==> config.mk <==
export PLATFORM = sky130hd
export DESIGN_NAME = ncih_host
export DESIGN_NICKNAME = d
export VERILOG_FILES = /design/src/core/ncih_pkg.sv /design/src/core/ncih_buf_if.sv /design/src/core/ncih_buf.sv /design/src/core/ncih_host.sv
export SDC_FILE = /design/constraint.sdc
export NUM_CORES = 1
export LEC_CHECK = 0
export ABC_AREA = 1
export ABC_CLOCK_PERIOD_IN_PS = 4200
export BUFFER_PORTS_ARGS = -buffer_cell sky130_fd_sc_hd__clkbuf_2
export CORE_MARGIN = 2
export CORE_UTILIZATION = 49
export DETAILED_ROUTE_END_ITERATION = 12
export PLACE_DENSITY_LB_ADDON = 0.08
export SETUP_SLACK_MARGIN = 0.4
export SYNTH_ARGS = -nofsm -noshare
export SYNTH_HDL_FRONTEND = slang
export SYNTH_SLANG_ARGS = --single-unit
==> constraint.sdc <==
create_clock -name clk -period 4.2 [get_ports clk]
set_input_delay 0.84 -clock clk [delete_from_list [all_inputs] [get_ports clk]]
set_output_delay 0.84 -clock clk [all_outputs]
set_load 0.005 [all_outputs]
==> src/core/ncih_pkg.sv <==
// Package for the NAND command interface host controller
package ncih_pkg;
    // Command codes
    localparam logic [7:0] CMD_READ      = 8'h00;
    localparam logic [7:0] CMD_RESET     = 8'hFF;
    localparam logic [7:0] CMD_PROG_SET  = 8'h80;
    localparam logic [7:0] CMD_PROG_GO   = 8'h10;
    localparam logic [7:0] CMD_ERASE_SET = 8'h60;
    localparam logic [7:0] CMD_ERASE_GO  = 8'hD0;
    localparam logic [7:0] CMD_STATUS    = 8'h70;
    localparam logic [7:0] CMD_IDENT     = 8'h90;
    // User operation codes
    localparam logic [2:0] OP_READ   = 3'h0;
    localparam logic [2:0] OP_PROG   = 3'h1;
    localparam logic [2:0] OP_ERASE  = 3'h2;
    localparam logic [2:0] OP_STATUS = 3'h3;
    localparam logic [2:0] OP_IDENT  = 3'h4;
    localparam logic [2:0] OP_RESET  = 3'h5;
    // Geometry
    localparam int ADDR_W      = 19;
    localparam int FRAME_BYTES = 32;
    localparam int COL_W       = 5;
    localparam int BLOCK_LSB   = 12;
    // Timing
    localparam int CLK_MHZ        = 40;
    localparam int POWERUP_NS     = 1000;
    localparam int POWERUP_CYC    = (POWERUP_NS * CLK_MHZ + 999) / 1000;
    localparam int PHASE_NS       = 100;
    localparam int PHASE_CYC      = (PHASE_NS * CLK_MHZ + 999) / 1000;
    localparam int READ_BUSY_US   = 15;
    localparam int READ_BUSY_CYC  = READ_BUSY_US * CLK_MHZ;
    localparam int BUSY_WAIT_US   = 20000;
    localparam int BUSY_WAIT_CYC  = BUSY_WAIT_US * CLK_MHZ;
    localparam int BUSY_SEEN_NS   = 200;
    localparam int BUSY_SEEN_CYC  = (BUSY_SEEN_NS * CLK_MHZ + 999) / 1000;
    localparam int TMR_W          = 20;
endpackage : ncih_pkg

==> src/core/ncih_buf_if.sv <==
// Valid/ready link between controller core and data buffer
`timescale 1ns/1ps
`default_nettype none
interface ncih_buf_if;
    logic       valid;
    logic       ready;
    logic [7:0] data;
    modport src (output valid, output data, input ready);
    modport snk (input valid, input data, output ready);
endinterface : ncih_buf_if
`default_nettype wire

==> src/core/ncih_buf.sv <==
// Two-entry skid buffer for read data
`timescale 1ns/1ps
`default_nettype none
module ncih_buf #(
    parameter int WIDTH = 8,
    parameter int DEPTH = 2
) (
    // Clock and reset
    input  wire logic   clk,
    input  wire logic   reset_n,
    // Fill side
    ncih_buf_if.snk     fill,
    // Drain side
    output logic        out_valid,
    output logic [7:0]  out_data,
    input  wire logic   out_ready
);
    typedef struct packed {
        logic [DEPTH-1:0][WIDTH-1:0] mem;
        logic [1:0]                  cnt;
        logic                        rd;
        logic                        wr;
    } ncih_buf_st_t;

    ncih_buf_st_t s_q;
    ncih_buf_st_t s_d;
    logic         push;
    logic         pop;

    assign fill.ready = (s_q.cnt != 2'(DEPTH));
    assign push       = fill.valid && fill.ready;
    assign pop        = out_ready && (s_q.cnt != 2'h0);
    assign out_valid  = (s_q.cnt != 2'h0);
    assign out_data   = s_q.mem[s_q.rd];

    always_comb begin
        s_d = s_q;
        if (push) begin
            s_d.mem[s_q.wr] = fill.data;
            s_d.wr = ~s_q.wr;
        end
        if (pop) begin
            s_d.rd = ~s_q.rd;
        end
        s_d.cnt = s_q.cnt + {1'b0, push} - {1'b0, pop};
    end

    always_ff @(posedge clk or negedge reset_n) begin
        if (!reset_n) begin
            s_q <= '0;
        end else begin
            s_q <= s_d;
        end
    end
endmodule : ncih_buf
`default_nettype wire

==> src/core/ncih_host.sv <==
// Host controller driving the NAND strobes and byte lines and watching the busy pin
`timescale 1ns/1ps
`default_nettype none
module ncih_host
    import ncih_pkg::*;
#(
    parameter int BUSY_WAIT = ncih_pkg::BUSY_WAIT_CYC
) (
    // Clock and reset
    input  wire logic                      clk,
    input  wire logic                      reset_n,
    // User command port
    input  wire logic                      cmd_valid,
    input  wire logic [2:0]                cmd_op,
    input  wire logic [ncih_pkg::ADDR_W-1:0] cmd_addr,
    input  wire logic [5:0]                cmd_len,
    input  wire logic                      protect_n,
    output logic                           cmd_ready,
    output logic                           cmd_done,
    output logic                           cmd_timeout,
    // Program data in
    input  wire logic                      wr_valid,
    input  wire logic [7:0]                wr_data,
    output logic                           wr_ready,
    // Read data out
    output logic                           rd_valid,
    output logic [7:0]                     rd_data,
    input  wire logic                      rd_ready,
    // Device pins
    output logic                           cmd_latch,
    output logic                           addr_latch,
    output logic                           chip_sel_n,
    output logic                           write_strobe_n,
    output logic                           output_strobe_n,
    output logic                           write_prot_n,
    output logic [7:0]                     shared_byte_lines_o,
    output logic                           shared_byte_lines_oe,
    input  wire logic [7:0]                shared_byte_lines_i,
    input  wire logic                      ready_busy_n
);
    import ncih_pkg::*;

    typedef enum logic [6:0] {
        ST_PWRUP = 7'h01,
        ST_IDLE  = 7'h02,
        ST_CMD   = 7'h04,
        ST_ADDR  = 7'h08,
        ST_DATA  = 7'h10,
        ST_BUSY  = 7'h20,
        ST_READ  = 7'h40
    } ncih_state_t;

    typedef struct packed {
        ncih_state_t          st;
        logic [TMR_W-1:0]     tmr;
        logic [1:0]           ph;
        logic [7:0]           cmd2;
        logic [2:0]           op;
        logic [ADDR_W-1:0]    addr;
        logic [1:0]           acnt;
        logic [1:0]           anum;
        logic [5:0]           left;
        logic                 second;
        logic                 seen_busy;
        logic                 ready;
        logic                 done;
        logic                 tout;
        logic                 wready;
        logic                 cle;
        logic                 ale;
        logic                 ce_n;
        logic                 we_n;
        logic                 re_n;
        logic                 wp_n;
        logic [7:0]           dout;
        logic                 oe;
        logic                 bvalid;
        logic [7:0]           bdata;
    } ncih_st_t;

    ncih_st_t    s_q;
    ncih_st_t    s_d;
    logic [1:0]  rb_sync_q;
    logic [15:0] io_sync_q;
    logic        rb_ok;
    ncih_buf_if  bif();

    // Pin inputs pass two flops
    always_ff @(posedge clk or negedge reset_n) begin
        if (!reset_n) begin
            rb_sync_q <= 2'h3;
            io_sync_q <= 16'h0000;
        end else begin
            rb_sync_q <= {rb_sync_q[0], ready_busy_n};
            io_sync_q <= {io_sync_q[7:0], shared_byte_lines_i};
        end
    end
    assign rb_ok = rb_sync_q[1];

    assign bif.valid = s_q.bvalid;
    assign bif.data  = s_q.bdata;

    ncih_buf #(.WIDTH(8), .DEPTH(2)) u_buf (
        .clk       (clk),
        .reset_n   (reset_n),
        .fill      (bif),
        .out_valid (rd_valid),
        .out_data  (rd_data),
        .out_ready (rd_ready)
    );

    always_comb begin
        s_d        = s_q;
        s_d.done   = 1'b0;
        s_d.bvalid = 1'b0;
        s_d.wready = 1'b0;
        s_d.wp_n   = protect_n;
        s_d.tmr    = s_q.tmr + TMR_W'(1);
        unique case (s_q.st)
            ST_PWRUP: begin
                if (s_q.tmr >= TMR_W'(POWERUP_CYC)) begin
                    s_d.st    = ST_IDLE;
                    s_d.ready = 1'b1;
                end
            end
            ST_IDLE: begin
                s_d.ce_n = 1'b1;
                if (cmd_valid && s_q.ready) begin
                    s_d.ready  = 1'b0;
                    s_d.tout   = 1'b0;
                    s_d.op     = cmd_op;
                    s_d.addr   = cmd_addr;
                    s_d.left   = (cmd_len > 6'(FRAME_BYTES)) ? 6'(FRAME_BYTES) : cmd_len;
                    s_d.second = 1'b0;
                    s_d.acnt   = 2'h0;
                    s_d.ce_n   = 1'b0;
                    s_d.st     = ST_CMD;
                    s_d.tmr    = '0;
                    s_d.ph     = 2'h0;
                    unique case (cmd_op)
                        OP_READ:   begin s_d.dout = CMD_READ;      s_d.anum = 2'h3; end
                        OP_PROG:   begin s_d.dout = CMD_PROG_SET;  s_d.anum = 2'h3; end
                        OP_ERASE:  begin s_d.dout = CMD_ERASE_SET; s_d.anum = 2'h2; end
                        OP_STATUS: begin s_d.dout = CMD_STATUS;    s_d.anum = 2'h0; end
                        OP_IDENT:  begin s_d.dout = CMD_IDENT;     s_d.anum = 2'h1; end
                        default:   begin s_d.dout = CMD_RESET;     s_d.anum = 2'h0; end
                    endcase
                    if (cmd_op == OP_ERASE) begin
                        s_d.addr = {cmd_addr[ADDR_W-1:8], 8'h00} >> 8;
                    end
                end
            end
            // Each strobe cycle: set lines, drop write strobe, raise it
            ST_CMD, ST_ADDR, ST_DATA: begin
                s_d.cle = (s_q.st == ST_CMD);
                s_d.ale = (s_q.st == ST_ADDR);
                s_d.oe  = 1'b1;
                if (s_q.tmr >= TMR_W'(PHASE_CYC)) begin
                    s_d.tmr = '0;
                    s_d.ph  = s_q.ph + 2'h1;
                    if (s_q.ph == 2'h0) begin
                        s_d.we_n = 1'b0;
                    end else if (s_q.ph == 2'h1) begin
                        s_d.we_n = 1'b1;
                    end else begin
                        s_d.ph = 2'h0;
                        if (s_q.st == ST_CMD && !s_q.second && s_q.anum != 2'h0) begin
                            s_d.st   = ST_ADDR;
                            s_d.dout = s_q.addr[7:0];
                        end else if (s_q.st == ST_ADDR
                                     && s_q.acnt + 2'h1 != s_q.anum) begin
                            s_d.acnt = s_q.acnt + 2'h1;
                            s_d.addr = s_q.addr >> 8;
                            s_d.dout = s_d.addr[7:0];
                        end else if (s_q.st == ST_ADDR && s_q.op == OP_PROG
                                     && s_q.left != 6'h00) begin
                            s_d.st = ST_DATA;
                            s_d.oe = 1'b0;
                        end else if (s_q.st == ST_DATA && s_q.left != 6'h00) begin
                            s_d.oe = 1'b0;
                        end else if (!s_q.second && (s_q.op == OP_PROG
                                     || s_q.op == OP_ERASE)) begin
                            s_d.st     = ST_CMD;
                            s_d.second = 1'b1;
                            s_d.dout   = (s_q.op == OP_PROG) ? CMD_PROG_GO : CMD_ERASE_GO;
                        end else begin
                            s_d.st        = ST_BUSY;
                            s_d.seen_busy = 1'b0;
                            s_d.oe        = 1'b0;
                            s_d.cle       = 1'b0;
                            s_d.ale       = 1'b0;
                        end
                    end
                end
                // Hold in phase 0 of data until a byte is offered
                if (s_q.st == ST_DATA && !s_q.oe && s_q.ph == 2'h0) begin
                    s_d.tmr = '0;
                    if (wr_valid && s_q.left != 6'h00) begin
                        s_d.dout   = wr_data;
                        s_d.oe     = 1'b1;
                        s_d.left   = s_q.left - 6'h01;
                        s_d.wready = 1'b1;
                    end else if (s_q.left == 6'h00) begin
                        s_d.oe = 1'b1;
                    end else begin
                        // No byte offered: keep lines released, no strobe
                        s_d.oe = 1'b0;
                    end
                end
            end
            ST_BUSY: begin
                // Status and identifier reads need no busy wait
                if (s_q.op == OP_STATUS || s_q.op == OP_IDENT) begin
                    s_d.left = 6'h01 + 6'(s_q.op == OP_IDENT);
                    s_d.st   = ST_READ;
                    s_d.tmr  = '0;
                    s_d.ph   = 2'h0;
                end else begin
                    if (!rb_ok) begin
                        s_d.seen_busy = 1'b1;
                    end
                    // Select may rise while program or erase runs
                    if (s_q.op != OP_READ) begin
                        s_d.ce_n = 1'b1;
                    end
                    if (rb_ok && (s_q.seen_busy || s_q.tmr >= TMR_W'(BUSY_SEEN_CYC))
                        && s_q.tmr >= TMR_W'(BUSY_SEEN_CYC)) begin
                        s_d.tmr = '0;
                        s_d.ph  = 2'h0;
                        if (s_q.op == OP_READ && s_q.left != 6'h00) begin
                            s_d.st = ST_READ;
                        end else begin
                            s_d.st = ST_IDLE;
                            s_d.done  = 1'b1;
                            s_d.ready = 1'b1;
                        end
                    end else if (s_q.tmr >= TMR_W'(BUSY_WAIT)
                                 || (s_q.op == OP_READ
                                     && s_q.tmr >= TMR_W'(READ_BUSY_CYC))) begin
                        s_d.st    = ST_IDLE;
                        s_d.tout  = 1'b1;
                        s_d.done  = 1'b1;
                        s_d.ready = 1'b1;
                    end
                end
            end
            ST_READ: begin
                s_d.ce_n = 1'b0;
                // Buffer full stalls the next output strobe
                if (s_q.tmr >= TMR_W'(PHASE_CYC) && (bif.ready || s_q.ph != 2'h0)) begin
                    s_d.tmr = '0;
                    s_d.ph  = s_q.ph + 2'h1;
                    if (s_q.ph == 2'h0) begin
                        s_d.re_n = 1'b0;
                    end else if (s_q.ph == 2'h2) begin
                        s_d.bvalid = 1'b1;
                        s_d.bdata  = io_sync_q[15:8];
                        s_d.re_n   = 1'b1;
                        s_d.ph     = 2'h0;
                        s_d.left   = s_q.left - 6'h01;
                        if (s_q.left == 6'h01) begin
                            s_d.st    = ST_IDLE;
                            s_d.ce_n  = 1'b1;
                            s_d.done  = 1'b1;
                            s_d.ready = 1'b1;
                        end
                    end
                end
            end
            default: begin
                s_d.st = ST_IDLE;
            end
        endcase
    end

    always_ff @(posedge clk or negedge reset_n) begin
        if (!reset_n) begin
            s_q      <= '0;
            s_q.st   <= ST_PWRUP;
            s_q.ce_n <= 1'b1;
            s_q.we_n <= 1'b1;
            s_q.re_n <= 1'b1;
        end else begin
            s_q <= s_d;
        end
    end

    assign cmd_ready            = s_q.ready;
    assign cmd_done             = s_q.done;
    assign cmd_timeout          = s_q.tout;
    assign wr_ready             = s_q.wready;
    assign cmd_latch            = s_q.cle;
    assign addr_latch           = s_q.ale;
    assign chip_sel_n           = s_q.ce_n;
    assign write_strobe_n       = s_q.we_n;
    assign output_strobe_n      = s_q.re_n;
    assign write_prot_n         = s_q.wp_n;
    assign shared_byte_lines_o  = s_q.dout;
    // Enable low while driving
    assign shared_byte_lines_oe = ~s_q.oe;
endmodule : ncih_host
`default_nettype wire

# [After elaboration in Yosys (flattened, before gate mapping)]
# Cells that the tools add are included.
# Widths: inputs -> output; s select.
[word_totals] regBits=129 out_inout_bits=28 elab_cells=282
[op_classes] addsub=7 magnitude_cmp=9 n_eq_ne=50 n_mux=122 n_bitwise=4 reduce_logical=59
[ops] cell="$mux 29" count=4
[ops] cell="$mux 21" count=5
[ops] cell="$mux 7" count=13
[ops] cell="$mux 8" count=11
[ops] cell="$pmux 22 s4" count=1
[ops] cell="$mux 9" count=8
[ops] cell="$mux 2" count=25
[ops] cell="$ne 2x2->1 const B" count=25
[ops] cell="$mux 6" count=8
[ops] cell="$pmux 21 s2" count=1
[ops] cell="$pmux 8 s5" count=1
[ops] cell="$pmux 7 s5" count=1
[ops] cell="$mux 30" count=1
[ops] cell="$mux 1" count=26
[ops] cell="$pmux 6 s4" count=1
[ops] cell="$mux 22" count=1
[ops] cell="$add 20x1->20 const B" count=1
[ops] cell="$ge 20x10->1 const B" count=1
[ops] cell="$ge 20x20->1 const B" count=1
[ops] cell="$ge 20x3->1 const B" count=1
[ops] cell="$ge 20x4->1 const B" count=1
[ops] cell="$ge 20x6->1 const B" count=1
[ops] cell="$mux 20" count=1
[ops] cell="$reduce_and 10->1" count=2
[ops] cell="55 further kinds" count=110

# [Longest topological paths before layout]
[depth] depth_word=14 ltp_mapped=16 mapped_depth_nobuf=15

# [By module]
# Synthesis repeated with hierarchy kept, for this count alone.
[hier_totals] hier_cells=883 area_unflattened_um2=7006.7
[modules_own_cells] module="ncih_host" instances=1 cells_each=758 area_per_inst_um2=5998.3
[modules_own_cells] module="ncih_buf" instances=1 cells_each=125 area_per_inst_um2=1008.5

# [Worst setup path before layout]
# OpenSTA, ideal clock, no wires.
[synth_timing] path_type="in2reg" startpoint="input port cmd_valid" endpoint="register s_q[54] (netlist name)" setup_time_ns=0.120 arrival_time_ns=1.796 t_required_ns=4.080 slack_ns=2.285 stages=9 path_cell_list="nand2_1 inv_1 nor2_2 a211oi_1 and2_4 buf_6 buf_6 nor2_1 a21oi_2"
[synth_via] elab_chain_len=3
[synth_lines] item="from (decl)" line_no="ncih_host.sv:13" text="input wire logic cmd_valid,"
[synth_lines] item="$logic_and 1x1->1" line_no="ncih_host.sv:128" text="if (cmd_valid && s_q.ready) begin"
[synth_lines] item="$ne 2x2->1 (no line)"
[synth_lines] item="$reduce_and 7->1 (no line)"
[synth_lines] item="to (decl)" line_no="ncih_host.sv:81" text="ncih_st_t s_q;"
# Every way passes these cells.
# A chain may end at the register's enable or synchronous reset.

# [Worst setup path in the final report]
[layout_timing] startpoint="register s_q[97] (netlist name)" endpoint="register s_q, in the netlist shared_byte_lines_o[3]"
[layout_via] elab_chain_len=12 elab_cells_between_ends=26 classes_between="eq/ne: 5; mux: 10; reduce/logical: 11"
[layout_lines] item="$eq 7x5->1 / $eq 7x4->1 (equally long branches)"
[layout_lines] item="$logic_and 1x1->1, on equally long branches" line_no="ncih_host.sv:179, ncih_host.sv:175"
[layout_lines] item="$mux 8 / $logic_and 1x1->1 (equally long branches)" line_no="ncih_host.sv:179, ncih_host.sv:176"
[layout_lines] item="$mux 8" line_no="ncih_host.sv:175" text="end else if (s_q.st == ST_ADDR && s_q.op == OP_PROG"
[layout_lines] item="$mux 8" line_no="ncih_host.sv:170" text="end else if (s_q.st == ST_ADDR"
[layout_lines] item="$mux 8" line_no="ncih_host.sv:167" text="if (s_q.st == ST_CMD && !s_q.second && s_q.anum != 2'h0) begin"
[layout_lines] item="$mux 9" line_no="ncih_host.sv:163" text="end else if (s_q.ph == 2'h1) begin"
[layout_lines] item="$mux 9" line_no="ncih_host.sv:161" text="if (s_q.ph == 2'h0) begin"
[layout_lines] item="$mux 9" line_no="ncih_host.sv:158" text="if (s_q.tmr >= TMR_W'(PHASE_CYC)) begin"
[layout_lines] item="$mux 8" line_no="ncih_host.sv:198" text="if (wr_valid && s_q.left != 6'h00) begin"
[layout_lines] item="$mux 9" line_no="ncih_host.sv:196" text="if (s_q.st == ST_DATA && !s_q.oe && s_q.ph == 2'h0) begin"
[layout_lines] item="$pmux 8 s2" line_no="ncih_host.sv:119" text="unique case (s_q.st)"
# Parallel ways exist; a longest one is shown, timed or not.

==> flow_summary.json <==
{
  "status": "completed",
  "vias": 5997,
  "slew_violations": 0,
  "cts_root_buf": "clkbuf_16",
  "grt_first_pass_wirelength_um": 26800,
  "viasPerCell": 5.34,
  "finalCritPeriodShare_pct": 69.6,
  "fin_setup_tns_ps": 0,
  "yosys.cell_types.count": 56,
  "syn_area_sq_um": 6950,
  "port_buffers": 78,
  "synth_area_per_cell_sq_um": 8.06,
  "grt_remaining_overflow": 0,
  "maxCapViolations": 0,
  "clock_sinks": 128,
  "whs_endpoint": "io_sync_q[11]",
  "dp_hpwl_um": 12000,
  "cts_tree": "built",
  "rows": 43,
  "async_reset_ff_share_pct": 100,
  "hold_path_class": "register to register",
  "first_global_vias": 5579,
  "clk_latency_ps": 420,
  "multiInputGateArea_sq_um": 3110,
  "worstMarginPinSlew_ps": 1060,
  "coreArea_sq_um": 13900,
  "ys_warn_count": 0,
  "min_period_ps": 2920,
  "r2r_slack_ps": 1280,
  "synth_edf_count": 0,
  "routedWlPerCell_um": 14.7,
  "synth_area_leaders": "dfrtp_1 (44%), nand2_1 (11%), inv_1 (5.3%), nor2_1 (4.2%), o21ai_0 (3.7%)",
  "fill_cells": 1322,
  "clock_path_buffers": 2,
  "ys.flop_type": "dfrtp_1",
  "hold_violations": 0,
  "ys_seq_area_share_pct": 46.2,
  "ctsHoldBuffers": 0,
  "power_switching_mw": 2.15,
  "worstReg2RegEnd": "shared_byte_lines_o[3]",
  "placed_area_sq_um": 7380,
  "critPathMaxFanout": 27,
  "die-area_sq_um": 15200,
  "yosys.area.top_type_share_pct": 43.9,
  "clk_pin_slew_ps": 60,
  "area_growth_pct": 14.0,
  "design_area_sq_um": 7930,
  "hold_start": "io_sync_q[3]",
  "worst-endpoint-required_ps": 4510,
  "leakage_nw": 3.88,
  "slowest_delay_ps": 790,
  "crit_family": "compound AO/OA/AOI/OAI gates",
  "numCtsBuffers": 17,
  "critPathLaunchType": "register",
  "routed_wl_um": 16500,
  "initial_core_util_pct": 50.1,
  "fmax_mhz": 342,
  "rsz0062_at_grt": "no",
  "r2r-start": "s_q[97]",
  "crit_start": "s_q[97]",
  "post_cts_buffers": 0,
  "crit_type": "register to register",
  "setup_viol": 0,
  "chipHeight_um": 123,
  "dp_slack_ps": 1280,
  "grt_max_degree": 67,
  "synth-seq-cells": 128,
  "drcViolationCount": 0,
  "ctsResizeCount": 0,
  "end_kind": "register",
  "layout_common_cells": "nand2_1 (210), dfrtp_1 (122), inv_1 (98), nor2_1 (78), clkbuf_2 (77)",
  "htree_num_levels": 4,
  "track_usage_pct": 22.8,
  "diodes": 0,
  "powerDensity_nw_per_um2": 641,
  "reg2regPathDepth": 10,
  "power_frac_comb_pct": 39.0,
  "die_w_um": 123,
  "synth_top_area_cell": "dfrtp_1",
  "p_seq_share_pct": 34.2,
  "ios": 79,
  "dr.pass1.iters": 5,
  "path_cells": "nor2_1 > nand2_2 > nor2_2 > inv_2 > nand2_4 > inv_2 > a21oi_1 > o21ai_1 > inv_1 > a21oi_1",
  "p_int_mw": 2.93,
  "layout-drive-gt1-share_pct": 20.1,
  "path_buf_inv": 3,
  "swShare_pct": 42.3,
  "crit_slowest_cell": "a21oi_1",
  "nNetsFinal": 988,
  "netlist_instances": 863,
  "fin_skew_ps": 15.4,
  "p_clk_share_pct": 26.8,
  "peakVddDrop_v": 0.000412,
  "regArea_sq_um": 3210,
  "synth_nets": 921,
  "slew_headroom_pct": 28.5,
  "whs_path_depth": 0,
  "antenna_found_initial": 0,
  "postRouteAntennaNets": 0,
  "mostFrequentLayoutCell": "nand2_1",
  "drtIter0Drc": 498,
  "setup_slack_ps": 1280,
  "gp_congestion": 0.863,
  "arrival_ps": 3230
}
area by class of cell:
type	instances	area share, %
clock inverters	15	1.56
multi-input cells	593	39.3
clock buffers	17	5.37
flip-flops and latches	128	40.5
inverters	111	5.26
repair buffers	79	5.21
well taps	180	2.84
sequential cells by signal, indices dropped and copies added, names as in the netlist, 2 cells and up:
name                 cells
io_sync_q               16
u_buf.s_q               20
rb_sync_q                2
shared_byte_lines_o      8
bif.data                 8
s_q                     63
stage by stage:
stage	util, %	instances	total power [mW]	hold WS, ps
3_3_place_gp	53.2	1091	3.68	334
6_report	57.1	1123	5.08	347
2_1_floorplan	-	863	3.31	331
5_1_grt	57.1	1123	5.46	359
4_1_cts	57.1	1123	5.12	349
3_5_place_dp	53.2	1091	3.74	335
synth_stat cells (8+ instances only):
| cell | n |
|---|---|
| nand2_1 | 210 |
| dfrtp_1 | 122 |
| inv_1 | 98 |
| nor2_1 | 78 |
| o21ai_0 | 52 |
| a21oi_1 | 42 |
| nand3_1 | 40 |
| o21ai_1 | 18 |
| nor3_1 | 16 |
| or2_2 | 14 |
| nor2_2 | 12 |
| clkbuf_1 | 10 |
| inv_2 | 10 |
| nand4_1 | 10 |
| o2111ai_1 | 10 |
| nor2_4 | 9 |
| buf_4 | 8 |
| buf_6 | 8 |
| xnor2_1 | 8 |
| xor2_1 | 8 |
logic make-up after synthesis:
kind of cell	share of synthesized area, %
and+or+nand+nor	28.1
AOI/OAI and AO/OA	13.4
buffers and inverters	9.04
DFF	46.2
xor gates and xnor gates	2.02
adders and majority gates	1.26
per-layer routing:
metal  routed length (um)  track usage, %
met1                 7350            29.3
met2                 8040            37.6
met3                  792            5.63
met4                  307            8.03
met5                    0               0
worst max path at each step:
stage	cells after the start	endpoint	slack, ps
floorplan	9	s_q[54]	2280
global placement	7	s_q[41]	1340
detailed placement	7	s_q[49]	1280
CTS	10	shared_byte_lines_o[3]	1320
global route	9	s_q[29]	970
finish	10	shared_byte_lines_o[3]	1280
power by group through the flow:
stage	sequential (mW)	clock, mW	combinational, mW
3_3_place_gp	1.75	0	1.93
3_5_place_dp	1.76	0	1.99
5_1_grt	1.77	1.45	2.25
6_report	1.74	1.36	1.98
2_1_floorplan	1.68	0	1.64
4_1_cts	1.74	1.39	1.99
No activity file was read; power rests on OpenSTA's default activity.
